[src/bco_pkg.sv]
// Function
// - Unconditional jump loads address into program counter
// - Jump when sign flag clear
// - Jump when zero flag clear
// - Jump when sign flag set
// - Jump when zero flag set
// - Taken jump resumes fetch at target
// - Config load writes constant to selected register
// - Config load: opcode nibble, index nibble, constant
// - Push copies fuzzy result onto stack top
// - Logic result zero sets zero flag, else clears
// - Fuzzy AND/OR combine stack entries into result
package bco_pkg;

    // ========================================
    // Opcode patterns (upper nibble of first byte)
    localparam logic [3:0] OP_JUMP_ALWAYS     = 4'h a;
    localparam logic [3:0] OP_JUMP_NOT_NEG    = 4'h f;
    localparam logic [3:0] OP_JUMP_NONZERO    = 4'h d;
    localparam logic [3:0] OP_JUMP_NEG        = 4'h e;
    localparam logic [3:0] OP_JUMP_EQ_ZERO    = 4'h c;
    localparam logic [3:0] OP_LOAD_CONST_CFG  = 4'h b;

    // ========================================
    // One-byte operations (whole first byte, 5 cycles)
    localparam logic [7:0] OP_PUSH_FUZZY      = 8'h 01;
    localparam logic [7:0] OP_FUZZY_AND       = 8'h 02;
    localparam logic [7:0] OP_FUZZY_OR        = 8'h 03;
    localparam logic [7:0] OP_LOGIC_AND       = 8'h 04;

    // ========================================
    // Widths and geometry
    localparam int PC_W      = 11;
    localparam int CFG_REGS  = 16;
    localparam int STACK_D   = 2;

    // ========================================
    // Timing
    localparam logic [2:0] CYC_TWO_BYTE = 3'h 6;
    localparam logic [2:0] CYC_ONE_BYTE = 3'h 5;

    // ========================================
    // Reset values
    localparam logic [PC_W-1:0] PC_RST   = 11'h 000;
    localparam logic [7:0]      CFG_RST  = 8'h 00;
    // Arbitrary mid-scale K out of reset; the stack itself clears to zero
    localparam logic [7:0]      FUZ_RST  = 8'h 80;

    typedef enum logic [1:0] {
        BCO_FETCH1,
        BCO_FETCH2,
        BCO_WAIT
    } bco_state_t;

endpackage

[src/bco_exec_if.sv]
`timescale 1ns/1ps
// ========================================
// Decoded instruction handed from decoder to executor
interface bco_exec_if;
    import bco_pkg::*;
    logic             go;
    logic [7:0]       byte1;
    logic [7:0]       byte2;
    logic             take_jump;
    logic             cfg_we;
    logic             push_k;
    logic             fuzzy_and;
    logic             fuzzy_or;
    logic             logic_and;
    logic [PC_W-1:0]  target;

    modport decoder (input go, byte1, byte2,
                     output take_jump, cfg_we, push_k, fuzzy_and,
                            fuzzy_or, logic_and, target);
    modport control (output go, byte1, byte2,
                     input take_jump, cfg_we, push_k, fuzzy_and,
                           fuzzy_or, logic_and, target);
endinterface

[src/bco_decode.sv]
`timescale 1ns/1ps
module bco_decode
    import bco_pkg::*;
(
    input  wire logic zero_flag,
    input  wire logic sign_flag,
    bco_exec_if.decoder ex
);
    logic [3:0] op;

    always_comb begin
        op           = ex.byte1[7:4];
        ex.take_jump = 1'b0;
        ex.cfg_we    = 1'b0;
        ex.push_k    = 1'b0;
        ex.fuzzy_and = 1'b0;
        ex.fuzzy_or  = 1'b0;
        ex.logic_and = 1'b0;
        // Address is 11 bits: three low opcode-byte bits plus operand byte
        ex.target    = {ex.byte1[2:0], ex.byte2};
        if (ex.go) begin
            unique case (op)
                OP_JUMP_ALWAYS:    ex.take_jump = 1'b1;
                OP_JUMP_NOT_NEG:   ex.take_jump = !sign_flag;
                OP_JUMP_NONZERO:   ex.take_jump = !zero_flag;
                OP_JUMP_NEG:       ex.take_jump = sign_flag;
                OP_JUMP_EQ_ZERO:   ex.take_jump = zero_flag;
                OP_LOAD_CONST_CFG: ex.cfg_we    = 1'b1;
                default: begin
                    ex.push_k    = (ex.byte1 == OP_PUSH_FUZZY);
                    ex.fuzzy_and = (ex.byte1 == OP_FUZZY_AND);
                    ex.fuzzy_or  = (ex.byte1 == OP_FUZZY_OR);
                    ex.logic_and = (ex.byte1 == OP_LOGIC_AND);
                end
            endcase
        end
    end
endmodule

[src/bco_core.sv]
`timescale 1ns/1ps
module bco_core
    import bco_pkg::*;
(
    input  wire logic             sys_clk,
    input  wire logic             rst_n,
    input  wire logic             clk_en,
    input  wire logic [7:0]       prog_data,
    input  wire logic [7:0]       logic_opa,
    input  wire logic [7:0]       logic_opb,
    output logic [PC_W-1:0]       prog_addr,
    output logic                  zero_flag,
    output logic                  sign_flag,
    output logic [7:0]            fuzzy_result,
    output logic [7:0]            fuzzy_stack_top,
    output logic [7:0]            fuzzy_stack_next,
    output logic [CFG_REGS*8-1:0] config_bank,
    output logic                  instr_done
);
    typedef struct packed {
        bco_state_t        st;
        logic [PC_W-1:0]   pc;
        logic [7:0]        b1;
        logic [7:0]        b2;
        logic [2:0]        cnt;
        logic              z;
        logic              s;
        logic [7:0]        k;
        logic [STACK_D-1:0][7:0]  stk;
        logic [CFG_REGS-1:0][7:0] cfg;
        logic              done;
    } bco_core_t;

    bco_core_t  state_reg;
    bco_core_t  state_next;
    bco_exec_if ex ();

    function automatic logic [7:0] bco_min(input logic [7:0] a,
                                           input logic [7:0] b);
        bco_min = (a < b) ? a : b;
    endfunction

    function automatic logic [7:0] bco_max(input logic [7:0] a,
                                           input logic [7:0] b);
        bco_max = (a > b) ? a : b;
    endfunction

    // Executes on the last cycle, when both bytes are held
    assign ex.go    = (state_reg.st == BCO_WAIT) && (state_reg.cnt == 3'h 1);
    assign ex.byte1 = state_reg.b1;
    assign ex.byte2 = state_reg.b2;

    bco_decode u_decode (
        .zero_flag (state_reg.z),
        .sign_flag (state_reg.s),
        .ex        (ex.decoder)
    );

    // ========================================
    // Sequencer
    always_comb begin
        logic two_byte;
        logic [7:0] and_res;
        two_byte   = 1'b0;
        and_res    = logic_opa & logic_opb;
        state_next = state_reg;
        state_next.done = 1'b0;
        unique case (state_reg.st)
            BCO_FETCH1: begin
                state_next.b1 = prog_data;
                state_next.pc = state_reg.pc + 11'h 001;
                two_byte = (prog_data[7:4] >= OP_LOAD_CONST_CFG) ||
                           (prog_data[7:4] == OP_JUMP_ALWAYS);
                if (two_byte) begin
                    state_next.st = BCO_FETCH2;
                end else begin
                    state_next.b2  = 8'h 00;
                    state_next.st  = BCO_WAIT;
                    state_next.cnt = CYC_ONE_BYTE - 3'h 1;
                end
            end
            BCO_FETCH2: begin
                // Two bytes, six cycles in total
                state_next.b2  = prog_data;
                state_next.pc  = state_reg.pc + 11'h 001;
                state_next.st  = BCO_WAIT;
                state_next.cnt = CYC_TWO_BYTE - 3'h 2;
            end
            BCO_WAIT: begin
                state_next.cnt = state_reg.cnt - 3'h 1;
                if (state_reg.cnt == 3'h 1) begin
                    state_next.st   = BCO_FETCH1;
                    state_next.done = 1'b1;
                    // Not-taken jumps fall through to the next byte
                    if (ex.take_jump) begin
                        state_next.pc = ex.target;
                    end
                    if (ex.cfg_we) begin
                        // Flags untouched here
                        state_next.cfg[state_reg.b1[3:0]] =
                            state_reg.b2;
                    end
                    if (ex.push_k) begin
                        state_next.stk[1] = state_reg.stk[0];
                        state_next.stk[0] = state_reg.k;
                    end
                    // Fuzzy AND is minimum, OR is maximum
                    if (ex.fuzzy_and) begin
                        state_next.k = bco_min(state_reg.stk[0],
                                               state_reg.stk[1]);
                    end
                    if (ex.fuzzy_or) begin
                        state_next.k = bco_max(state_reg.stk[0],
                                               state_reg.stk[1]);
                    end
                    if (ex.logic_and) begin
                        state_next.z = (and_res == 8'h 00);
                    end
                end
            end
            default: state_next.st = BCO_FETCH1;
        endcase
    end

    always_ff @(posedge sys_clk or negedge rst_n) begin
        if (!rst_n) begin
            state_reg      <= '0;
            state_reg.st   <= BCO_FETCH1;
            state_reg.pc   <= PC_RST;
            state_reg.k    <= FUZ_RST;
            state_reg.cfg  <= {CFG_REGS{CFG_RST}};
        end else if (clk_en) begin
            state_reg <= state_next;
        end
    end

    assign prog_addr        = state_reg.pc;
    assign zero_flag        = state_reg.z;
    assign sign_flag        = state_reg.s;
    assign fuzzy_result     = state_reg.k;
    assign fuzzy_stack_top  = state_reg.stk[0];
    assign fuzzy_stack_next = state_reg.stk[1];
    assign config_bank      = state_reg.cfg;
    assign instr_done       = state_reg.done;
endmodule

[config.mk]
export PLATFORM = sky130hd
export DESIGN_NAME = bco_core
export DESIGN_NICKNAME = d
export VERILOG_FILES = /design/src/bco_pkg.sv /design/src/bco_exec_if.sv /design/src/bco_decode.sv /design/src/bco_core.sv
export SDC_FILE = /design/constraint.sdc
export NUM_CORES = 1
export LEC_CHECK = 0
export ABC_AREA = 1
export BUFFER_PORTS_ARGS = -buffer_cell sky130_fd_sc_hd__buf_4
export CORE_UTILIZATION = 27
export CTS_BUF_LIST = sky130_fd_sc_hd__clkbuf_4 sky130_fd_sc_hd__clkbuf_8
export DETAILED_ROUTE_END_ITERATION = 10
export GPL_TIMING_DRIVEN = 0
export SYNTH_ARGS = -nofsm -noshare
export SYNTH_HDL_FRONTEND = slang
export SYNTH_SLANG_ARGS = --single-unit
[constraint.sdc]
create_clock -name sys_clk -period 2.3 [get_ports sys_clk]
set_input_delay 0 -clock sys_clk [delete_from_list [all_inputs] [get_ports sys_clk]]
set_output_delay 0 -clock sys_clk [all_outputs]
set_load 0.005 [all_outputs]
Yosys cells after proc, flatten, opt, wreduce, memory -nomap -nowiden
Cells that the tools add are included.
{"block": "word_totals", "ff_bits": 186, "in_bits": 27, "output_inout_bits": 166, "wordCells": 102}
{"block": "op_classes", "n_addsub": 2, "n_lt_le_gt_ge": 5, "n_eq_ne": 17, "muxes": 29, "bitwise": 1, "reduce_logical": 22}
{"op": "$bwmux W128", "count": 1}
{"op": "$mux W8", "count": 5}
{"op": "$demux W8 S4", "count": 1}
{"op": "$eq A4 B4 Y1 const B", "count": 7}
{"op": "$mux W11", "count": 2}
{"op": "$pmux W11 S2", "count": 1}
{"op": "$reduce_and A4 Y1", "count": 5}
{"op": "$eq A8 B2 Y1 const B", "count": 2}
{"op": "$pmux W8 S2", "count": 1}
{"op": "$mux W1", "count": 13}
{"op": "$mux W13", "count": 1}
{"op": "$add A11 B1 Y11 const B", "count": 1}
{"op": "$pmux W3 S3", "count": 1}
{"op": "$and A8 B8 Y8", "count": 1}
{"op": "$eq A8 B1 Y1 const B", "count": 1}
{"op": "$eq A8 B3 Y1 const B", "count": 1}
{"op": "$gt A8 B8 Y1", "count": 1}
{"op": "$logic_not A8 Y1", "count": 1}
{"op": "$lt A8 B8 Y1", "count": 1}
{"op": "$pmux W2 S3", "count": 1}
{"op": "$reduce_and A3 Y1", "count": 2}
{"op": "$reduce_bool A2 Y1", "count": 3}
{"op": "$reduce_or A6 Y1", "count": 1}
{"op": "$lt A4 B5 Y1 const B", "count": 1}
{"op": "other kinds (17)", "count": 21}

Logic depth before layout (Yosys ltp)
{"block": "depth", "depth_word": 7, "depth_mapped": 15, "mapped_depth_nobuf": 14}

Cells and area by module
From an unflattened synthesis, not the netlist that was laid out.
{"block": "hier_totals", "cells_unflattened": 1062, "hier_area_um2": 9200.1}
{"module": "bco_core", "instances": 1, "cells_each": 1016, "area_each_um2": 8967.4}
{"module": "bco_decode", "instances": 1, "cells_each": 46, "area_each_um2": 232.7}

Worst setup path before layout
Ideal clock, no wire load.
{"block": "synth_path", "path_type": "register to register", "start": "register state_reg (netlist bit fuzzy_stack_next[7])", "end": "register state_reg (netlist bit fuzzy_result[1])", "setup_time_ns": 0.117, "arrival_ns": 1.901, "required_time_ns": 2.183, "slack_ns": 0.283, "path_stages_with_launch": 11, "path_buffers": 1, "cell_sequence": "dfrtp_1 inv_1 ha_1 a21o_1 nor2_1 nand2_1 clkbuf_1 a21oi_1 nor2_1 nor2_1 nor2_1"}
{"block": "synth_via", "elab_chain_len": 4}
{"element": "from (decl)", "line_no": "bco_core.sv:34", "source": "bco_core_t state_reg;"}
{"element": "from (signal assigned)", "line_no": "bco_core.sv:133", "source": "state_reg <= state_next;"}
{"element": "$lt A8 B8 Y1", "line_no": "bco_core.sv:40", "source": "bco_min = (a < b) ? a : b;"}
{"element": "$mux W8", "line_no": "bco_core.sv:40"}
{"element": "$mux W8", "line_no": "bco_core.sv:108", "source": "if (ex.fuzzy_and) begin"}
{"element": "$mux W8 (*)", "line_no": "bco_core.sv:112", "source": "if (ex.fuzzy_or) begin"}
Mark *: on every way between the ends. The rest lies on a longest branch, timed or not. The select of a mux whose other input is x is not followed.
A chain may end at the register's enable or synchronous reset.

Worst setup path in the final report
{"block": "layout_path", "start": "register state_reg (netlist bit fuzzy_stack_next[7])", "end": "register state_reg (netlist bit fuzzy_result[6])"}
The elaborated chain is that of the path after synthesis.

==> metrics <==
status finished clean; critical path class flip-flop to flip-flop; Synth Instances 1033; Avg Synthesized Cell Area between 8 and 9 um2; vias per cell about 4.3; Die Width 186 um; first-pass GRT wire length 40500 um; Final WS setup 73.3 ps; pre-CTS setup slack -278 ps; first-iteration detailed-routing DRC count 536; WL/cell 15.0 um; synth warn 0; net load switching power 3.09 mW; power share of the clock group approximately 28%; Clock Tree Buf Depth 2; Max Cap Viol 0; sequential power share 45.5%; Post-Place Cells 1673; final WL 26000 um; instance count on the critical path 12; final setup fails 0; sw frac 37.3%; commonest cells after routing, fill and taps aside buf_4 (369), nand2_1 (238), dfrtp_1 (185); total grt overflow 0; CP Capture Type flip-flop; Peak Freq roughly 450 MHz; crit path to fuzzy_result[6]$_DFFE_PN0P_; RSZ-0062 raised after global routing no; clock slew at reported path FFs between 100 and 150 ps; Cell Area, Synth approximately 9000 um2; clock latency on the worst-skew pair 460 ps; top post-synthesis cells by area dfrtp_1 (50%), buf_4 (13%), nand2_1 (9.9%); Initial Utilization 27.4%; Num CTS Buffers 17; crit path from fuzzy_stack_next[7]$_DFFE_PN0P_; CTS H-Tree Depth 4; FFs w/ async S/R, synth 100%; WP data arrival 2580 ps; period utilization 96.8%; Core Box Area 33500 um2; Hold Crit Class primary input to async pin; CP Buf/Inv Count 2; initial antenna violation count 0; Slew headroom 43.6%; layout cells sized above 1 34.7%; Power Internal 5.19 mW; largest net degree at the start of global routing 111; largest area contributor in the netlist dfrtp_1; CP max FO 10; Final ANT Viol Nets 0; Global Route Usage Sum 14.9%; root buffer cell clkbuf_8; Synthesized Nets 1071; Seq/Total Area, Yosys between 50 and 60%; routed via count 7505; Worst VDD drop around 430 uV; boundary pin count 193; number of buffers added on ports 191; fin crit period 2230 ps; Final Wtd Congestion about 0.82; Static Leak ~6.0 nW; worst reg2reg path depth 12; commonest non-fill, non-tap cell in the layout buf_4; Syn-to-layout area delta 30.0%; Slew Limit Fails 0; DRC 0; CP required 2650 ps; Die Height 186 um; delay-heaviest family, CP simple AND/OR/NAND/NOR gates; Cell Rows between 60 and 70; Tightest Pin Transition 847 ps; CP max-delay cell dfrtp_1; most frequent cell on the critical path nor2_1; clock sinks 186; Layout Nets 1312; slowest stage delay, CP 450 ps; vias in the first global route 7249; total power 8.28 mW; # diodes 0; post-synth top area share ~50%; RR Endpoint fuzzy_result[6]$_DFFE_PN0P_; CTS tree done; final hold violation count 0; Post-synth EDFFs 0; Clock Skews 18.4 ps; crit-path cells inv_1, ha_1, nand2_1, nor2_1, nand2_2, nand2_2, clkbuf_2, nand3_1, nand2_1, nor2_1, nor2_1, nor2_1; max reg flops 128; Synth Flop Type dfrtp_1; Final Non-Filler Cells 1735; hold slack between 150 and 200 ps; DR pass1 iterations 7; synthesized flop and latch total roughly 190; Worst R2R Setup Slack 70 ps; PD cells 694 nW/um2; reg2reg start fuzzy_stack_next[7]$_DFFE_PN0P_; Netlist cell types 36; Die ar. 34800 um2; part of the power in combinational logic 26.1%; hpwl dp 18200 um; Worst setup SP type flip-flop
[layer usage]
| metal | global-route usage (%) | vias up | share of wire, % |
|---|---|---|---|
| met5 | 0 | - | 0 |
| met4 | 2.77 | 0 | 0.73 |
| met3 | 3.03 | 9 | 4.8 |
| met2 | 23.8 | 219 | 46 |
| met1 | 20.9 | 3614 | 48 |
| li1 | - | 3663 | - |
[final cells by class]
| cell class | instances | area (um2) |
|---|---|---|
| multi-input cells | 579 | 2860 |
| well taps | 448 | 561 |
| repair buffers | 222 | 1740 |
| inverters | 64 | 240 |
| flip-flops and latches | 186 | 4660 |
| plain buffers | 204 | 1460 |
| clock buffers | 18 | 248 |
| clock inverters | 14 | 175 |
| fillers | 3521 | 21600 |
[cells in the mapped netlist, drive strengths merged, types with 8 or more instances]
library cell / instances
nand3: 39
o21ai: 157
dfrtp: 185
mux2: 8
buf: 180
nand4: 16
nand2: 241
nor2: 55
o22ai: 9
clkbuf: 24
inv: 64
ha: 11
a21oi: 18
[how the worst min path moves through the flow]
stage | to | cells past startpoint | slack (ps) | start
floorplan | config_bank[0]$_DFFE_PN0P_ | 0 | -300 | rst_n
global placement | ex.byte2[1]$_DFFE_PN0P_ | 3 | 280 | prog_data[1]
detailed placement | config_bank[71]$_DFFE_PN0P_ | 1 | 130 | rst_n
CTS | config_bank[71]$_DFFE_PN0P_ | 2 | 190 | rst_n
global route | config_bank[71]$_DFFE_PN0P_ | 2 | 210 | rst_n
finish | config_bank[71]$_DFFE_PN0P_ | 2 | 170 | rst_n
[worst reg2reg max path: cells and delay by family (launching register included)]
kind / cells / cell delay (ps)
and+or+nand+nor: 9 / 1010
DFF: 1 / 450
buffers and inverters: 2 / 360
adders and majority gates: 1 / 300
[logic make-up (layout without fill, tap and decap cells)]
family	count (synthesis)	count (layout)	share of synthesized area (%)
and+or+nand+nor	360	360	16.9
AOI/OAI and AO/OA	195	195	11.0
xor gates and xnor gates	3	3	0.286
adders and majority gates	11	11	1.50
other	1	1	0.0408
DFF	186	186	50.7
muxes	9	9	1.09
buffers and inverters	268	522	18.4
[power groups by stage]
stage,Clock [mW],Sequential [mW],Combinational (mW)
floorplan,0,3.76,1.27
global placement,0,3.82,2.09
detailed placement,0,3.83,2.16
CTS,2.42,3.77,2.20
global route,2.56,3.81,2.41
finish,2.35,3.77,2.16
[metrics by stage]
stage | setup TNS (ps) | utilization [%] | cell area [um2]
detailed placement | -4260 | 33.4 | 11200
floorplan | 0 | - | 9180
finish | 0 | 35.6 | 11900
global placement | -2990 | 33.3 | 11200
CTS | 0 | 35.5 | 11900
global route | 0 | 35.6 | 11900
[timing repair]
item,in CTS,in global routing
endpoints found under the setup margin,46,68
hold buffers,17,0
resized for setup,6,11
endpoints found under the hold margin,130,0
setup buffers,10,3
pin swaps,8,3
Power figures use the tool's default switching activity.
